## config.mk

```make
export PLATFORM = sky130hd
export DESIGN_NAME = ces_supervisor
export DESIGN_NICKNAME = d
export VERILOG_FILES = /design/src/logic/ces_pkg.sv /design/src/logic/ces_supervisor.sv
export SDC_FILE = /design/constraint.sdc
export NUM_CORES = 1
export LEC_CHECK = 0
export ABC_AREA = 1
export BUFFER_PORTS_ARGS = -buffer_cell sky130_fd_sc_hd__buf_2
export CORE_ASPECT_RATIO = 0.9
export CORE_UTILIZATION = 50
export CTS_BUF_LIST = sky130_fd_sc_hd__clkbuf_4
export CTS_CLUSTER_DIAMETER = 30
export DETAILED_ROUTE_END_ITERATION = 7
export PLACE_DENSITY = 0.79
export SLEW_MARGIN = 10
export SYNTH_ARGS = -nofsm -noshare
export SYNTH_HDL_FRONTEND = slang
export SYNTH_SLANG_ARGS = --single-unit
```

## constraint.sdc

```tcl
create_clock -name pclk -period 3.8 [get_ports pclk]
set_clock_uncertainty 0.05 [all_clocks]
set_input_delay 0.57 -clock pclk [delete_from_list [all_inputs] [get_ports pclk]]
set_output_delay 0.57 -clock pclk [all_outputs]
set_load 0.02 [all_outputs]
```

## src/logic/ces_pkg.sv

```systemverilog
// Purpose: Shared constants and types of the controller error supervisor
// Assumes: APB slave with 32-bit data, byte offsets below
// Notes: Codes 43 and above are software-clearable diagnostic errors
package ces_pkg;
  localparam int ADDR_W = 8;
  localparam logic [7:0] OFS_CTRL = 8'h00;
  localparam logic [7:0] OFS_CFG = 8'h04;
  localparam logic [7:0] OFS_STATUS = 8'h08;
  localparam logic [7:0] OFS_CHK_ADDR = 8'h0c;
  localparam logic [7:0] OFS_CODE = 8'h10;
  localparam logic [7:0] OFS_FAULT_A = 8'h14;
  localparam logic [7:0] OFS_FAULT_B = 8'h18;
  // Control register write-one pulse bits
  localparam int CTRL_RUN = 0;
  localparam int CTRL_CHECK = 1;
  localparam int CTRL_CLEAR = 2;
  localparam int CTRL_REWRITE = 3;
  localparam int CTRL_REFUSED_CLR = 4;
  // Configuration bits
  localparam int CFG_DUP_OK = 0;
  localparam int CFG_HALT_OP = 1;
  localparam logic [1:0] CFG_RESET = 2'h2;
  // Status fields
  localparam int ST_STATE_LSB = 0;
  localparam int ST_SYN_LSB = 2;
  localparam int ST_LED = 5;
  localparam int ST_HALT = 6;
  localparam int ST_REFUSED = 7;
  localparam int ST_RPT_LSB = 8;
  localparam logic [7:0] CLEARABLE_MIN = 8'h2b;
  localparam logic [7:0] CODE_NONE = 8'h00;

  typedef enum logic [2:0] {
    SYN_NONE = 3'b000,
    SYN_E1 = 3'b001,
    SYN_E2 = 3'b010,
    SYN_E3 = 3'b011,
    SYN_E4 = 3'b100,
    SYN_E5 = 3'b101
  } ces_syn_type;

  typedef enum logic [1:0] {
    ST_EDIT = 2'b00,
    ST_CHECK = 2'b01,
    ST_RUN = 2'b10,
    ST_HOLD = 2'b11
  } ces_state_type;

  typedef enum logic [1:0] {
    CK_RUN = 2'b00,
    CK_TOOL = 2'b01,
    CK_REWRITE = 2'b10
  } ces_ckp_type;

  // Findings of the program checker for one pass
  typedef struct packed {
    logic general;
    logic relay_dup;
    logic tc_dup;
    logic pair;
    logic param;
    logic area;
    logic [15:0] addr;
  } ces_chk_type;

  // One self-diagnostic event
  typedef struct packed {
    logic op_err;
    logic [7:0] code;
    logic [31:0] addr;
  } ces_diag_type;
endpackage

```

## src/logic/ces_supervisor.sv

```systemverilog
// Purpose: Error supervision of a controller CPU: indicator, run gating,
//   program check results, diagnostic code store and clearing
// Assumes: Checker, diagnostics and power monitor run on pclk
// Notes: Mode selector and init switch are pins and are synchronised
//
// What this block does
// RULE1: Indicator lit while any error pending
// RULE2: Run selection starts a full program check
// RULE3: Pending check error blocks execution
// RULE4: Remote run refused while check error pending
// RULE5: Edit mode clears check error and indicator
// RULE6: Tool check in edit reports code and address
// RULE7: Diagnostic halt depends on code and configuration
// RULE8: Diagnostic code stored in code register
// RULE9: Operation error address kept in two words
// RULE10: Software clear only for codes 43 and up
// RULE11: Init switch clears error and all memory
// RULE12: Power cycle in edit clears, erases volatile memory
// RULE13: Fault set instruction can clear the error
// RULE14: General fault is E1 and stops
// RULE15: Duplicate coil or timer number is E2
// RULE16: Duplicate-output enable hides relay case only
// RULE17: Missing pair member is E3
// RULE18: Setting conflict is E4
// RULE19: Wrong program area is E5
// RULE20: Faulty online rewrite discarded, execution continues
// RULE21: Errors stay latched until a clearing event
//
// The APB register port and the register addresses were decided locally.
module ces_supervisor (
  input wire logic pclk,
  input wire logic presetn,
  input wire logic psel,
  input wire logic penable,
  input wire logic pwrite,
  input wire logic [ces_pkg::ADDR_W-1:0] paddr,
  input wire logic [31:0] pwdata,
  output logic [31:0] prdata,
  output logic pready,
  output logic pslverr,
  input wire logic mode_run_pin,
  input wire logic init_switch_pin,
  input wire logic power_restart,
  input wire logic diag_valid,
  input wire ces_pkg::ces_diag_type diag,
  input wire logic diag_set_valid,
  input wire logic [7:0] diag_set_code,
  input wire logic chk_done,
  input wire ces_pkg::ces_chk_type chk_res,
  output logic err_led_q,
  output logic exec_run_q,
  output logic diag_halt_q,
  output logic chk_start_q,
  output logic rewrite_commit_q,
  output logic rewrite_discard_q,
  output logic mem_clear_all_q,
  output logic mem_clear_volatile_q
);
  import ces_pkg::*;

  logic [2:0] run_s_q;
  logic [2:0] init_s_q;
  logic run_f_q;
  logic run_p_q;
  logic init_f_q;
  logic init_p_q;
  logic run_rise;
  logic run_fall;
  logic init_rise;
  logic pwr_edit;
  logic acc;
  logic wr;
  logic wr_ctrl;
  logic req_run;
  logic req_check;
  logic req_clear;
  logic req_rewrite;
  logic req_ref_clr;
  logic [1:0] cfg_q;
  ces_state_type st_q;
  ces_ckp_type ck_q;
  ces_syn_type syn_q;
  ces_syn_type syn_now;
  ces_syn_type rpt_code_q;
  logic [15:0] rpt_addr_q;
  logic refused_q;
  logic [7:0] diag_code_q;
  logic [15:0] fault_a_q;
  logic [15:0] fault_b_q;
  logic diag_clr;
  logic [31:0] rd_d;
  logic hit_d;

  // Three-stage synchronisers; a level counts once stages two and three agree
  always_ff @(posedge pclk or negedge presetn) begin
    if (!presetn) begin
      run_s_q <= 3'h0;
      init_s_q <= 3'h0;
      run_f_q <= 1'b0;
      init_f_q <= 1'b0;
      run_p_q <= 1'b0;
      init_p_q <= 1'b0;
    end else begin
      run_s_q <= {run_s_q[1:0], mode_run_pin};
      init_s_q <= {init_s_q[1:0], init_switch_pin};
      if (run_s_q[1] == run_s_q[2]) begin
        run_f_q <= run_s_q[2];
      end
      if (init_s_q[1] == init_s_q[2]) begin
        init_f_q <= init_s_q[2];
      end
      run_p_q <= run_f_q;
      init_p_q <= init_f_q;
    end
  end

  assign run_rise = run_f_q & ~run_p_q;
  assign run_fall = ~run_f_q & run_p_q;
  assign init_rise = init_f_q & ~init_p_q;
  assign pwr_edit = power_restart & ~run_f_q;

  // APB: data prepared in the setup cycle, answered with no wait state
  assign acc = psel & penable & pready;
  assign wr = acc & pwrite;
  assign wr_ctrl = wr & (paddr == OFS_CTRL);
  assign req_run = wr_ctrl & pwdata[CTRL_RUN];
  assign req_check = wr_ctrl & pwdata[CTRL_CHECK];
  assign req_clear = wr_ctrl & pwdata[CTRL_CLEAR];
  assign req_rewrite = wr_ctrl & pwdata[CTRL_REWRITE];
  assign req_ref_clr = wr_ctrl & pwdata[CTRL_REFUSED_CLR];

  always_comb begin
    rd_d = 32'h0;
    hit_d = 1'b1;
    unique case (paddr)
      OFS_CTRL: rd_d = 32'h0;
      OFS_CFG: rd_d = {30'h0, cfg_q};
      OFS_STATUS: begin
        rd_d[ST_STATE_LSB +: 2] = st_q;
        rd_d[ST_SYN_LSB +: 3] = syn_q;
        rd_d[ST_LED] = err_led_q;
        rd_d[ST_HALT] = diag_halt_q;
        rd_d[ST_REFUSED] = refused_q;
        rd_d[ST_RPT_LSB +: 3] = rpt_code_q;
      end
      OFS_CHK_ADDR: rd_d = {16'h0, rpt_addr_q};
      OFS_CODE: rd_d = {24'h0, diag_code_q};
      OFS_FAULT_A: rd_d = {16'h0, fault_a_q};
      OFS_FAULT_B: rd_d = {16'h0, fault_b_q};
      default: hit_d = 1'b0;
    endcase
  end

  always_ff @(posedge pclk or negedge presetn) begin
    if (!presetn) begin
      prdata <= 32'h0;
      pready <= 1'b0;
      pslverr <= 1'b0;
    end else begin
      pready <= psel & ~penable;
      pslverr <= psel & ~penable & ~hit_d;
      if (psel & ~penable & ~pwrite) begin
        prdata <= rd_d;
      end
    end
  end

  always_ff @(posedge pclk or negedge presetn) begin
    if (!presetn) begin
      cfg_q <= CFG_RESET;
    end else if (wr && paddr == OFS_CFG) begin
      cfg_q <= pwdata[1:0];
    end
  end

  // Checker findings to one code; the lower code has priority
  always_comb begin
    syn_now = SYN_NONE;
    if (chk_res.general) begin
      syn_now = SYN_E1; // RULE14
    end else if ((chk_res.relay_dup & ~cfg_q[CFG_DUP_OK]) | chk_res.tc_dup) begin
      syn_now = SYN_E2; // RULE15 RULE16
    end else if (chk_res.pair) begin
      syn_now = SYN_E3; // RULE17
    end else if (chk_res.param) begin
      syn_now = SYN_E4; // RULE18
    end else if (chk_res.area) begin
      syn_now = SYN_E5; // RULE19
    end
  end

  // Mode sequencing; every run entry passes the program check
  always_ff @(posedge pclk or negedge presetn) begin
    if (!presetn) begin
      st_q <= ST_EDIT;
      ck_q <= CK_RUN;
      chk_start_q <= 1'b0;
      rewrite_commit_q <= 1'b0;
      rewrite_discard_q <= 1'b0;
    end else begin
      chk_start_q <= 1'b0;
      rewrite_commit_q <= 1'b0;
      rewrite_discard_q <= 1'b0;
      unique case (st_q)
        ST_EDIT: begin
          if (run_rise || req_run) begin
            st_q <= ST_CHECK; // RULE2
            ck_q <= CK_RUN;
            chk_start_q <= 1'b1;
          end else if (req_check) begin
            st_q <= ST_CHECK; // RULE6
            ck_q <= CK_TOOL;
            chk_start_q <= 1'b1;
          end
        end
        ST_CHECK: begin
          if (run_fall && ck_q != CK_TOOL) begin
            st_q <= ST_EDIT;
          end else if (chk_done) begin
            unique case (ck_q)
              CK_TOOL: st_q <= ST_EDIT;
              CK_REWRITE: begin
                st_q <= ST_RUN; // RULE20
                rewrite_commit_q <= (syn_now == SYN_NONE);
                rewrite_discard_q <= (syn_now != SYN_NONE);
              end
              default: st_q <= (syn_now == SYN_NONE) ? ST_RUN : ST_HOLD; // RULE3
            endcase
          end
        end
        ST_RUN: begin
          if (run_fall) begin
            st_q <= ST_EDIT;
          end else if (req_rewrite) begin
            st_q <= ST_CHECK;
            ck_q <= CK_REWRITE;
            chk_start_q <= 1'b1;
          end
        end
        ST_HOLD: begin
          if (run_fall) begin
            st_q <= ST_EDIT; // RULE5
          end
        end
      endcase
    end
  end

  // Pending check error, latched until edit mode or a clearing event
  always_ff @(posedge pclk or negedge presetn) begin
    if (!presetn) begin
      syn_q <= SYN_NONE;
    end else if (st_q == ST_CHECK && ck_q == CK_RUN && chk_done && !run_fall) begin
      syn_q <= syn_now;
    end else if (run_fall || init_rise || pwr_edit) begin
      syn_q <= SYN_NONE; // RULE5 RULE11 RULE12 RULE21
    end
  end

  // Tool check report and refused remote runs
  always_ff @(posedge pclk or negedge presetn) begin
    if (!presetn) begin
      rpt_code_q <= SYN_NONE;
      rpt_addr_q <= 16'h0;
      refused_q <= 1'b0;
    end else begin
      if (st_q == ST_CHECK && ck_q == CK_TOOL && chk_done) begin
        rpt_code_q <= syn_now; // RULE6
        rpt_addr_q <= chk_res.addr;
      end
      // A new refusal wins over a clear in the same cycle
      if (st_q == ST_HOLD && req_run) begin
        refused_q <= 1'b1; // RULE4
      end else if (req_ref_clr) begin
        refused_q <= 1'b0;
      end
    end
  end

  assign diag_clr = (req_clear && diag_code_q >= CLEARABLE_MIN) // RULE10
    || init_rise || pwr_edit // RULE11 RULE12
    || (diag_set_valid && diag_set_code == CODE_NONE); // RULE13

  // Diagnostic store; a new error wins over any clear in the same cycle
  always_ff @(posedge pclk or negedge presetn) begin
    if (!presetn) begin
      diag_code_q <= CODE_NONE;
      fault_a_q <= 16'h0;
      fault_b_q <= 16'h0;
      diag_halt_q <= 1'b0;
    end else begin
      if (diag_clr) begin
        diag_code_q <= CODE_NONE;
        diag_halt_q <= 1'b0;
      end
      if (diag_set_valid && diag_set_code != CODE_NONE) begin
        diag_code_q <= diag_set_code;
      end
      if (diag_valid) begin
        diag_code_q <= diag.code; // RULE8
        diag_halt_q <= (diag.code < CLEARABLE_MIN)
          || (diag.op_err && cfg_q[CFG_HALT_OP]); // RULE7
        if (diag.op_err) begin
          fault_a_q <= diag.addr[15:0]; // RULE9
          fault_b_q <= diag.addr[31:16];
        end
      end
    end
  end

  // Outputs seen by the execution engine and panel
  always_ff @(posedge pclk or negedge presetn) begin
    if (!presetn) begin
      err_led_q <= 1'b0;
      exec_run_q <= 1'b0;
      mem_clear_all_q <= 1'b0;
      mem_clear_volatile_q <= 1'b0;
    end else begin
      err_led_q <= (syn_q != SYN_NONE) || (diag_code_q != CODE_NONE); // RULE1
      exec_run_q <= (st_q == ST_RUN || (st_q == ST_CHECK && ck_q == CK_REWRITE))
        && !diag_halt_q; // RULE3 RULE7
      mem_clear_all_q <= init_rise; // RULE11
      mem_clear_volatile_q <= pwr_edit; // RULE12
    end
  end
endmodule

```

==> impl_metrics.ini <==
[clock_tree]
clk_latency_ns = 0.43
ctsHoldBuffers = 0
cts_buffer_depth = 2
cts_setup_buffers = 0
clk_pin_slew_ns = 0.15
cts_root_buf = clkbuf_4
cts_tree = built
cts.htree.levels = 3
ctsResizeCount = 0
cts_buffers = 9
clock-sinks = 105

[power]
intPower_mw = 1.66
p_leak_nw = 3.16
clkPwrFrac = 0.202
p_comb_frac = 0.217
powerDensity_nw_per_um2 = 418
switching_power_mw = 0.799
ir_drop_v = 0.000181
switching_share = 0.325
seq_power_share = 0.581

[global_route]
overflow = 0
grt_pass1_vias = 4205
grt_pass1_wl_mm = 20.4
grt_max_degree = 68
gr-usage-all-layers = 0.243
antenna_found_initial = 0

[final_layout]
final_common_cell = nand2_1
area_growth_syn_to_layout_pct = 14.4
final_cell_mix = nand2_1, buf_2, dfrtp_1
antenna_cells = 0
final_area_sq_um = 5880
nets = 838
post-route-util = 0.599
drive_above_1_share = 0.267

[critical_path]
crit_path_max_fanout = 15
critPathMaxStageDelay_ns = 0.47
cpMostUsedCell = nand2_1
path_cells = buf_2, nor2_1, nand2_1, nor2_2, buf_4, nand2_2, inv_1, nand2_1, nand3_1, nand2_1, nand2_1
endpoint_kind = flip-flop
critical_path_arrival_ns = 2.31
crit_path_start = paddr[7]
slowest_stage = nor2_2
worstSetupPathType = in2reg
cp-start-kind = primary input
r2r_start = ck_q[1]
worstPathRequired_ns = 4.12

[die]
row_count = 34
ioPinCount = 164
die_w_um = 109
die_area_sq_um = 10700
start_util = 0.523
die_h_um = 98.2
design.core.area_sq_um = 9830

[sta]
rsz0062_at_grt = no
relSlewSlack = 0.236
setup_viol = 0
fin_crit_sh = 0.524
hold_viol_final = 0
finalMaxSlewViolations = 0
finalCriticalPeriod_ns = 1.99
tightest_slew_ns = 1.14
tns_ns = 0
fmax_mhz = 503

[logic_synthesis]
synth_async_sr_flop_share = 1.00
ys.flop_type = dfrtp_1
ys_ff_latch = 105
synth_area_per_cell_sq_um = 8.64
synth_area_leader_cell = dfrtp_1
synth-edff-count = 0
synth_cell_type_count = 36
ys_warn_count = 0
synth_top_area_frac = 0.506
ys_seq_area_frac = 0.511
syn-cell-area_sq_um = 5140
netlist_top_cells_area = dfrtp_1, nand2_1, nand3_1
synthCells = 595

[drt]
vias = 4471
dr.pass1.iters = 8
drt.antenna.violating_nets = 0
via_per_inst = 5.30
drtIter0Drc = 358
wl_per_cell_um = 14.6
wirelength_mm = 12.4
drc = 2

[placed_design]
placed_area_sq_um = 5770
io_buffers = 120
place.gp.congestion = 0.895
place_hpwl_mm = 9.43

[worst_hold_path]
min_path_type = in2async

[run_status]
violations = design-rule violations
status = complete, but fails checks

[run]
drv_cap = 0
-- metal layers --
layer,global-route usage,vias up,share of wire
li1,-,2149,-
met1,0.361,2089,0.45
met2,0.365,214,0.46
met3,0.0387,19,0.082
met4,0.0790,0,0.018
met5,0,-,0
-- power groups by stage --
| stage | clock network [mW] | logic, mW | registers (mW) |
|---|---|---|---|
| after floorplan | 0 | 0.364 | 1.42 |
| after global placement | 0 | 0.508 | 1.43 |
| after detailed placement | 0 | 0.536 | 1.44 |
| after CTS | 0.507 | 0.537 | 1.42 |
| after global routing | 0.553 | 0.612 | 1.45 |
| final | 0.497 | 0.534 | 1.43 |
-- final cells by class --
cell class	instances	area [sq um]
Inverter	59	221
Fill cell	869	3940
Multi-Input combinational cell	412	2110
Tap cell	126	158
Sequential cell	105	2630
Clock inverter	5	32.5
Clock buffer	11	82.6
Timing Repair Buffer	126	648
-- final timing paths --
path | endpoint | slack [ns] | cells after the start
setup / recovery | prdata[15] | 1.81 | 11
hold / removal | init_s_q[0] | 0.17 | 1
setup reg to reg | rpt_addr_q[8] | 1.84 | 6
hold reg to reg | init_s_q[1] | 0.33 | 0
max in group asynchronous | fault_a_q[10] | 2.71 | 2
min in group pclk | run_s_q[0] | 0.18 | 1
-- cells in the mapped netlist, types with 3 or more instances --
cell type / number
buf_4: 20
buf_2: 9
nand3_1: 77
mux2_2: 22
buf_6: 3
ha_1: 3
inv_1: 53
o21ai_2: 9
nand4_1: 14
nand2_1: 147
nor2_1: 45
o21ai_1: 9
nand2_2: 3
a21oi_1: 19
inv_2: 3
or2_2: 5
dfrtp_1: 104
nor3_1: 4
o22ai_1: 3
o21ai_0: 18
nor3_4: 3
clkinv_1: 3
-- registers in the layout, summed over array words and instances (netlist names), 2 cells and up --
name,flops
rpt_code_q,3
ck_q,2
fault_b_q,16
st_q,2
syn_q,3
rpt_addr_q,16
cfg_q,2
run_s_q,3
prdata,16
init_s_q,3
fault_a_q,16
diag_code_q,8
-- through the flow --
step	instances	total power [mW]	setup WS [ns]	hold slack, ns
after CTS	844	2.47	1.84	0.163
final	844	2.46	1.81	0.173
after floorplan	610	1.79	2.24	0.224
after global routing	844	2.61	1.60	0.142
after global placement	828	1.94	1.44	0.284
after detailed placement	828	1.98	1.39	0.297
-- critical path, delay by kind of cell --
kind	cells	cell delay [ns]
buffers and inverters	3	0.59
and+or+nand+nor	8	1.14
-- kinds of logic (layout without fill, tap and decap cells) --
group	after synthesis	count (layout)	synth area share
buffers and inverters	93	201	0.0890
AOI/OAI and AO/OA	64	64	0.0725
other	1	16	0.000729
adders and majority gates	5	5	0.0112
muxes	22	22	0.0482
DFF	105	105	0.511
and+or+nand+nor	305	305	0.267
No activity file was read; power rests on OpenSTA's default activity.
